**config.mk**
```make
export PLATFORM = sky130hd
export DESIGN_NAME = gain_balance_control_manager
export DESIGN_NICKNAME = d
export VERILOG_FILES = /design/src/gbc_pkg.sv /design/src/gain_balance_control_manager.sv
export SDC_FILE = /design/constraint.sdc
export NUM_CORES = 1
export LEC_CHECK = 0
export BUFFER_PORTS_ARGS = -buffer_cell sky130_fd_sc_hd__buf_2
export CAP_MARGIN = 40
export CORE_MARGIN = 10
export CORE_UTILIZATION = 45
export CTS_CLUSTER_DIAMETER = 50
export DETAILED_ROUTE_END_ITERATION = 10
export SYNTH_ARGS = -nofsm -noshare
export SYNTH_HDL_FRONTEND = slang
export SYNTH_SLANG_ARGS = --single-unit
```
**constraint.sdc**
```tcl
create_clock -name core_clk_i -period 10.4 [get_ports core_clk_i]
set_input_delay 0 -clock core_clk_i [delete_from_list [all_inputs] [get_ports core_clk_i]]
set_output_delay 0 -clock core_clk_i [all_outputs]
set_load 0.005 [all_outputs]
```
**src/gbc_pkg.sv**
```systemverilog
// Purpose : shared constants and carriers for the gain and balance control manager
// Assumes : gain and balance are held in signed tenths of a decibel
// Notes   : register offsets are byte addresses on the plain register port
package gbc_pkg;

    // ----------------------------------------------------------------
    // clock and timing
    // ----------------------------------------------------------------
    localparam int CLK_KHZ        = 125000;
    localparam int HOLD_MS        = 1000;                 // paddle hold before fast repeat
    localparam int REPEAT_MS      = 50;                   // fast repeat period
    localparam int HOLD_CYC_DEF   = HOLD_MS * CLK_KHZ;
    localparam int REPEAT_CYC_DEF = REPEAT_MS * CLK_KHZ;
    localparam int CNT_W          = 28;
    localparam logic [1:0] BOOT_WAIT = 2'h3;              // lets the pin synchronisers fill

    // ----------------------------------------------------------------
    // gain ranges in 0.1 dB units
    // ----------------------------------------------------------------
    localparam int GAIN_W = 12;
    localparam int BAL_W  = 8;
    localparam int POT_W  = 8;
    localparam logic signed [12:0] GAIN_MIN = -13'sd200;   // -20 dB
    localparam logic signed [12:0] GAIN_MAX = 13'sd300;    // +30 dB
    localparam logic signed [12:0] BAL_LIM  = 13'sd60;     // +6 dB to the favoured channel
    localparam logic signed [12:0] POT_LIM  = 13'sd60;     // +/-6 dB fine trim

    // ----------------------------------------------------------------
    // output source codes (two bits per channel)
    // ----------------------------------------------------------------
    localparam logic [1:0] SRC_IN1 = 2'h0;
    localparam logic [1:0] SRC_IN2 = 2'h1;
    localparam logic [1:0] SRC_SUM = 2'h2;

    // ----------------------------------------------------------------
    // register map
    // ----------------------------------------------------------------
    localparam int ADDR_W = 8;
    localparam logic [7:0] REG_REM_GAIN  = 8'h00;
    localparam logic [7:0] REG_REM_BAL   = 8'h04;
    localparam logic [7:0] REG_REM_ROUTE = 8'h08;
    localparam logic [7:0] REG_STATUS    = 8'h0c;
    localparam logic [7:0] REG_CH_GAIN   = 8'h10;
    localparam int ROUTE_PHASE_LSB = 4;

    typedef enum logic [0:0] {
        ST_BOOT = 1'b0,
        ST_RUN  = 1'b1
    } mgr_state_t;

    typedef struct packed {
        logic       [1:0] phase;      // bit0 ch1, bit1 ch2; 1 = inverted
        logic       [3:0] out_sel;    // [1:0] ch1 source, [3:2] ch2 source
    } route_t;

    typedef struct packed {
        logic              bal_up;
        logic              bal_dn;
        logic              gain_up;
        logic              gain_dn;
        logic              local_only;   // control source jumper: 1 = local only
        route_t            route;        // output select and phase jumpers
        logic signed [7:0] fine_gain;
        logic signed [7:0] fine_bal;
    } pins_t;

    typedef struct packed {
        logic                     local_only;
        route_t                   route;
        logic                     rem_valid;
        logic signed [GAIN_W-1:0] rem_gain;
        logic signed [BAL_W-1:0]  rem_bal;
        route_t                   rem_route;
    } nv_snap_t;

endpackage

```
**src/gain_balance_control_manager.sv**
```systemverilog
// Purpose : gain, balance, routing and override control for a remote-capable stereo audio module
// Assumes : paddle, jumper and pot inputs are asynchronous pins; nv snapshot port is on core_clk_i
// Notes   : all gains in signed 0.1 dB units; outputs are registered
`timescale 1ns/1ps

module gain_balance_control_manager
    import gbc_pkg::*;
#(
    parameter int HOLD_CYC   = gbc_pkg::HOLD_CYC_DEF,
    parameter int REPEAT_CYC = gbc_pkg::REPEAT_CYC_DEF
) (
    input  wire logic                         core_clk_i,            // 125 MHz clock
    input  wire logic                         sys_rst_i,             // async reset, active high
    input  wire gbc_pkg::pins_t               pins_i,                // paddles, jumpers, pots
    input  wire logic [gbc_pkg::ADDR_W-1:0]   addr_i,                // register byte address
    input  wire logic [31:0]                  wr_data_i,             // register write data
    input  wire logic                         wr_i,                  // write strobe
    input  wire logic                         rd_i,                  // read strobe
    output logic      [31:0]                  rd_data_o,             // read data, cycle after rd_i
    input  wire logic                         nv_valid_i,            // snapshot store holds data
    input  wire gbc_pkg::nv_snap_t            nv_snap_i,             // stored snapshot
    output gbc_pkg::nv_snap_t                 nv_snap_o,             // snapshot to store
    output logic                              nv_save_o,             // pulse: store nv_snap_o
    output logic signed [gbc_pkg::GAIN_W-1:0] ch1_gain_o,            // channel 1 gain
    output logic signed [gbc_pkg::GAIN_W-1:0] ch2_gain_o,            // channel 2 gain
    output gbc_pkg::route_t                   route_o,               // sources and phase
    output logic                              override_indicator_o,  // remote overrides local
    output logic                              local_only_mode_o,     // synced mode jumper
    output logic                              ready_o                // boot compare finished
);
    import gbc_pkg::*;

    // ----------------------------------------------------------------
    // state
    // ----------------------------------------------------------------
    typedef struct packed {
        mgr_state_t               st;
        logic [1:0]               boot_cnt;
        pins_t                    sy1;
        pins_t                    sy2;
        logic                     act_prev;
        logic [CNT_W-1:0]         hold_cnt;
        logic [CNT_W-1:0]         rep_cnt;
        logic signed [GAIN_W-1:0] loc_gain;
        logic signed [BAL_W-1:0]  loc_bal;
        logic                     rem_valid;
        logic signed [GAIN_W-1:0] rem_gain;
        logic signed [BAL_W-1:0]  rem_bal;
        route_t                   rem_route;
        logic [31:0]              rd_data;
        logic                     nv_save;
        logic signed [GAIN_W-1:0] ch1_gain;
        logic signed [GAIN_W-1:0] ch2_gain;
        route_t                   route;
        logic                     override_indicator;
    } mgr_t;

    mgr_t s;
    mgr_t n;

    pins_t                    p;
    logic                     bal_centre;
    logic                     act;
    logic                     step;
    logic signed [12:0]       dg;
    logic signed [12:0]       db;
    logic                     use_rem;
    logic signed [12:0]       eg;
    logic signed [12:0]       eb;
    logic signed [12:0]       pg;
    logic signed [12:0]       pb;
    route_t                   er;
    logic                     jmp_match;

    function automatic logic signed [12:0] clamp(input logic signed [12:0] v,
                                                 input logic signed [12:0] lo,
                                                 input logic signed [12:0] hi);
        if (v < lo) begin
            return lo;
        end
        if (v > hi) begin
            return hi;
        end
        return v;
    endfunction

    // an unused select code falls back to input 1 rather than muting the output
    function automatic route_t fix_route(input route_t r);
        route_t f;
        f = r;
        for (int c = 0; c < 2; c++) begin
            if (r.out_sel[2*c +: 2] != SRC_IN2 && r.out_sel[2*c +: 2] != SRC_SUM) begin
                f.out_sel[2*c +: 2] = SRC_IN1;
            end
        end
        return f;
    endfunction

    // ----------------------------------------------------------------
    // next state
    // ----------------------------------------------------------------
    always_comb begin
        n         = s;
        n.nv_save = 1'b0;
        n.rd_data = 32'h0;
        n.sy1     = pins_i;
        n.sy2     = s.sy1;
        p         = s.sy2;
        step      = 1'b0;
        dg        = 13'sh0;
        db        = 13'sh0;

        // paddle decode; both contacts at once counts as no press
        bal_centre = !p.bal_up && !p.bal_dn;
        act        = (p.bal_up ^ p.bal_dn) || (bal_centre && (p.gain_up ^ p.gain_dn));
        jmp_match  = nv_snap_i.local_only == p.local_only && nv_snap_i.route == p.route;

        case (s.st)
            ST_BOOT: begin
                n.boot_cnt = s.boot_cnt + 2'h1;
                if (s.boot_cnt == BOOT_WAIT) begin
                    n.st = ST_RUN;
                    if (nv_valid_i && jmp_match && nv_snap_i.rem_valid) begin
                        n.rem_valid = 1'b1;
                        n.rem_gain  = nv_snap_i.rem_gain;
                        n.rem_bal   = nv_snap_i.rem_bal;
                        n.rem_route = nv_snap_i.rem_route;
                    end else begin
                        n.rem_valid = 1'b0;
                        n.nv_save   = 1'b1;
                    end
                end
            end
            ST_RUN: begin
                // first press steps at once; after the hold time steps repeat fast
                if (!act) begin
                    n.hold_cnt = '0;
                    n.rep_cnt  = '0;
                end else if (!s.act_prev) begin
                    step       = 1'b1;
                    n.hold_cnt = '0;
                    n.rep_cnt  = '0;
                end else if (s.hold_cnt < CNT_W'(HOLD_CYC)) begin
                    n.hold_cnt = s.hold_cnt + 1'b1;
                end else if (s.rep_cnt >= CNT_W'(REPEAT_CYC - 1)) begin
                    step      = 1'b1;
                    n.rep_cnt = '0;
                end else begin
                    n.rep_cnt = s.rep_cnt + 1'b1;
                end

                if (step && p.bal_up && !p.bal_dn) begin
                    db = 13'sh1;
                end else if (step && p.bal_dn && !p.bal_up) begin
                    db = -13'sh1;
                end else if (step && bal_centre && p.gain_up && !p.gain_dn) begin
                    dg = 13'sh1;
                end else if (step && bal_centre && p.gain_dn && !p.gain_up) begin
                    dg = -13'sh1;
                end

                // gain steps leave balance untouched so the offset survives
                n.loc_gain = GAIN_W'(clamp(13'(s.loc_gain) + dg, GAIN_MIN, GAIN_MAX));
                n.loc_bal  = BAL_W'(clamp(13'(s.loc_bal) + db, -BAL_LIM, BAL_LIM));
                if (s.rem_valid && !p.local_only) begin
                    n.rem_gain = GAIN_W'(clamp(13'(s.rem_gain) + dg, GAIN_MIN, GAIN_MAX));
                    n.rem_bal  = BAL_W'(clamp(13'(s.rem_bal) + db, -BAL_LIM, BAL_LIM));
                end

                // remote writes; a first write seeds the remote set from local
                if (wr_i && !p.local_only) begin
                    // only a mapped write may seed, so an unmapped one leaves no trace
                    if (!s.rem_valid && (addr_i == REG_REM_GAIN || addr_i == REG_REM_BAL
                                         || addr_i == REG_REM_ROUTE)) begin
                        n.rem_gain  = s.loc_gain;
                        n.rem_bal   = s.loc_bal;
                        n.rem_route = p.route;
                    end
                    case (addr_i)
                        REG_REM_GAIN: begin
                            n.rem_valid = 1'b1;
                            n.rem_gain  = GAIN_W'(clamp(13'($signed(wr_data_i[12:0])), GAIN_MIN, GAIN_MAX));
                            n.nv_save   = 1'b1;
                        end
                        REG_REM_BAL: begin
                            n.rem_valid = 1'b1;
                            n.rem_bal   = BAL_W'(clamp(13'($signed(wr_data_i[12:0])), -BAL_LIM, BAL_LIM));
                            n.nv_save   = 1'b1;
                        end
                        REG_REM_ROUTE: begin
                            n.rem_valid = 1'b1;
                            n.rem_route = wr_data_i[5:0];
                            n.nv_save   = 1'b1;
                        end
                        default: begin
                            n.rem_valid = s.rem_valid;
                        end
                    endcase
                end
            end
            default: begin
                n.st = ST_BOOT;
            end
        endcase
        n.act_prev = (s.st == ST_RUN) && act;

        // register reads; unmapped addresses read as zero
        if (rd_i) begin
            case (addr_i)
                REG_REM_GAIN:  n.rd_data = 32'($signed(s.rem_gain));
                REG_REM_BAL:   n.rd_data = 32'($signed(s.rem_bal));
                REG_REM_ROUTE: n.rd_data = {26'h0, s.rem_route};
                REG_STATUS:    n.rd_data = {28'h0, s.override_indicator, s.rem_valid, p.local_only, s.st == ST_RUN};
                REG_CH_GAIN:   n.rd_data = {16'($signed(s.ch2_gain)), 16'($signed(s.ch1_gain))};
                default:       n.rd_data = 32'h0;
            endcase
        end

        // effective settings
        use_rem = !p.local_only && n.rem_valid;
        eg      = use_rem ? 13'(n.rem_gain) : 13'(n.loc_gain);
        eb      = use_rem ? 13'(n.rem_bal) : 13'(n.loc_bal);
        er      = use_rem ? n.rem_route : p.route;
        pg      = p.local_only ? clamp(13'(p.fine_gain), -POT_LIM, POT_LIM) : 13'sh0;
        pb      = p.local_only ? clamp(13'(p.fine_bal), -POT_LIM, POT_LIM) : 13'sh0;
        n.ch1_gain = GAIN_W'(eg + eb + pg + pb);
        n.ch2_gain = GAIN_W'(eg - eb + pg - pb);
        n.route    = fix_route(er);
        n.override_indicator      = (n.st == ST_RUN) && use_rem
                     && (n.rem_route != p.route || n.rem_gain != n.loc_gain
                         || n.rem_bal != n.loc_bal);
    end

    // ----------------------------------------------------------------
    // registers
    // ----------------------------------------------------------------
    always_ff @(posedge core_clk_i or posedge sys_rst_i) begin
        if (sys_rst_i) begin
            s <= '0;
        end else begin
            s <= n;
        end
    end

    assign rd_data_o            = s.rd_data;
    assign nv_save_o            = s.nv_save;
    assign ch1_gain_o           = s.ch1_gain;
    assign ch2_gain_o           = s.ch2_gain;
    assign route_o              = s.route;
    assign override_indicator_o = s.override_indicator;
    assign local_only_mode_o    = s.sy2.local_only;
    assign ready_o              = s.st == ST_RUN;
    assign nv_snap_o            = '{local_only: s.sy2.local_only, route: s.sy2.route,
                                    rem_valid: s.rem_valid, rem_gain: s.rem_gain,
                                    rem_bal: s.rem_bal, rem_route: s.rem_route};
endmodule // gain_balance_control_manager

```
==> metrics.csv <==
metric,value,unit
outcome,"complete, no violations",
slew_headroom,0.446,
ys_ff_latch,217,
drt_wl_total,46400,microns
cts_buffers,29,
grt_antenna_before_repair,1,
period_share,0.927,
initial_core_util,0.458,
first_global_vias,13100,
synth-edff-count,0,
place_congestion,0.936,
die_area,0.0420,sq mm
worstSetupPathType,reg2reg,
grt_max_degree,79,
cts.path.max_buffers,3,
async_flop_share,1.00,
ant_nets,0,
grt_usage,0.217,
power_density,250,mW/mm^2
hold_viol,0,
r2r.worst_path.cells,38,
ios,206,
p_leak,0.00834,uW
timing.fmax,104,MHz
syn_area,0.0154,sq mm
ys_seq_area_frac,0.353,
die_h,205,microns
fin_skew,18.8,ps
dr.pass1.iters,5,
path_clk_slew,60,ps
reg2reg_from,s[116],
cp_slowest_cell,or4_1,
cp.arrival,10120,ps
synth_top_area_share,0.353,
startpoint_type,flop,
num-nets-final,2060,
setup_violations,0,
drv_cap,0,
avgSynthCellArea,9.10,sq um
synth_ff_type,dfrtp_1,
layout.cells.most_common,dfrtp_1,
cp_slowest_stage_delay,510,ps
startpoint,s[116],
cts-root-buf,clkbuf_16,
syn_nets,1913,
drc_errors,0,
drive_gt1_frac,0.168,
yosysTopAreaCell,dfrtp_1,
grt_pass1_wl,72800,microns
yosysUniqueCellTypes,82,
insertion_delay,560,ps
htree_levels,1,
fin_ws,754,ps
die_w,205,microns
fin_crit,9650,ps
crit_path_end,ch1_gain_o[11],
rsz0062_at_grt,false,
layout_common_cells,"216 x dfrtp_1, 186 x buf_2, 184 x nor2_1",
rows,67,
antenna_cells,0,
dp_slack,521,ps
cp-end-kind,flop,
crit_fanout,6,
grt-ovfl-total,0,
port_buffers,186,
drt_first_iter_violations,956,
clock_sinks,217,
via_count,13000,
worstHoldPathType,in2reg,
fin_tns_setup,0,ps
r2r_end,ch1_gain_o[11],
worst_pin_slew,830,ps
wl_per_cell,20.1,microns
synthCells,1691,
slew_violations,0,
core_area,0.0336,sq mm
required,10880,ps
areaGrowthSynthToFinish,15.2,%
tritoncts,built,
via_per_inst,5.62,
synth_warnings,0,
ir_drop,147,uV
rrSetupSlack,750,ps
crit_path_frequent_cell,o21ai_0,
synth_area_leaders,"dfrtp_1 35%, fa_1 6.2%, ha_1 5.5%",
hpwlAfterDp,35700,microns
-- report_power, final --
group | leakage (uW) | internal [uW] | switching (uW)
clock | 0.000479 | 600 | 412
combinational | 0.00512 | 1020 | 1250
sequential | 0.00274 | 994 | 154
total | 0.00834 | 2620 | 1820
-- layout make-up --
cell class / instances / area (sq um)
Clock buffer: 36 / 782
Clock inverter: 17 / 208
Fill cell: 3067 / 15900
Inverter: 117 / 447
Multi-Input combinational cell: 1205 / 8590
Sequential cell: 217 / 5430
Tap cell: 448 / 561
Timing Repair Buffer: 268 / 1720
-- registers in the layout (all words and copies together), names as in the netlist, 6 cells and up --
name        cells
n              27
ch2_gain_o     12
rd_data_o      24
p              20
s              79
ch1_gain_o     12
nv_snap_o      33
route_o         6
-- worst min path at each step --
stage / startpoint / to / slack, ps / cells past startpoint
3_5_place_dp: sys_rst_i / route_o[5] / 110 / 2
5_1_grt: nv_snap_i[9] / nv_snap_o[9] / 30 / 4
4_1_cts: nv_snap_i[9] / nv_snap_o[9] / 2 / 4
6_report: nv_snap_i[9] / nv_snap_o[9] / 20 / 4
2_1_floorplan: pins_i[0] / n[168] / 30 / 0
3_3_place_gp: sys_rst_i / route_o[5] / 110 / 2
-- cells in the mapped netlist, drive strengths merged, types with 9 or more instances --
master and count:
and3 18, nand2 90, fa 48, o21bai 9, ha 68, nor2 184
a22oi 32, inv 117, o21a 10, a21oi 120, or2 9, mux2 11
nand4 20, o211ai 12, a211oi 13, a21o 15, or4 12, nand2b 17
xor2 62, nor4 12, clkbuf 45, buf 107, o31ai 13, and2 11
nand3 44, o21ai 90, mux2i 40, xnor2 57, nor3 23, o22ai 19
dfrtp 217, nor2b 21
-- logic make-up (layout without fill, tap and decap cells) --
group,count (synthesis),in the layout,share of synthesized area
AO/OA/AOI/OAI,433,433,0.184
AND/OR/NAND/NOR,486,486,0.152
adder cells (fa/ha/maj),116,116,0.118
buffers and inverters,269,438,0.0915
XOR/XNOR,119,119,0.0677
multiplexers,51,51,0.0341
flip-flops,217,217,0.353
-- layer usage --
metal | GRT usage | routed length [microns] | vias to the layer above
met5 | 0 | 13 | -
met4 | 0.0882 | 1920 | 2
met3 | 0.0352 | 2870 | 97
met2 | 0.362 | 22100 | 410
met1 | 0.275 | 19500 | 6280
li1 | - | - | 6180
-- repair_timing --
| item | 4_1_cts | 5_1_grt |
|---|---|---|
| setup buffers | 0 | 1 |
| endpoints found under the hold margin | 138 | 0 |
| hold buffers | 50 | 0 |
| gates resized for setup | 0 | 8 |
| setup endpoints to repair | 0 | 4 |
-- per-stage QoR --
step	cell area [sq um]	power [uW]	utilization	cells	hold WS, ps
after CTS	17700	4460	0.527	2307	1.51
after global routing	17700	4800	0.528	2308	26.9
after global placement	16100	3360	0.480	2198	107
final	17700	4430	0.528	2308	17.8
after detailed placement	16200	3400	0.482	2204	109
after floorplan	15400	2880	-	1691	31.4
-- worst max-delay path, delay by kind of cell (launching register included) --
| family | cells | cell delay, ps |
|---|---|---|
| AO/OA/AOI/OAI | 19 | 4040 |
| adder cells (fa/ha/maj) | 6 | 2290 |
| AND/OR/NAND/NOR | 9 | 2070 |
| flip-flops | 1 | 430 |
| multiplexers | 1 | 370 |
| XOR/XNOR | 2 | 280 |
| buffers and inverters | 1 | 60 |
Note: power is estimated with default switching activity, not from simulation.
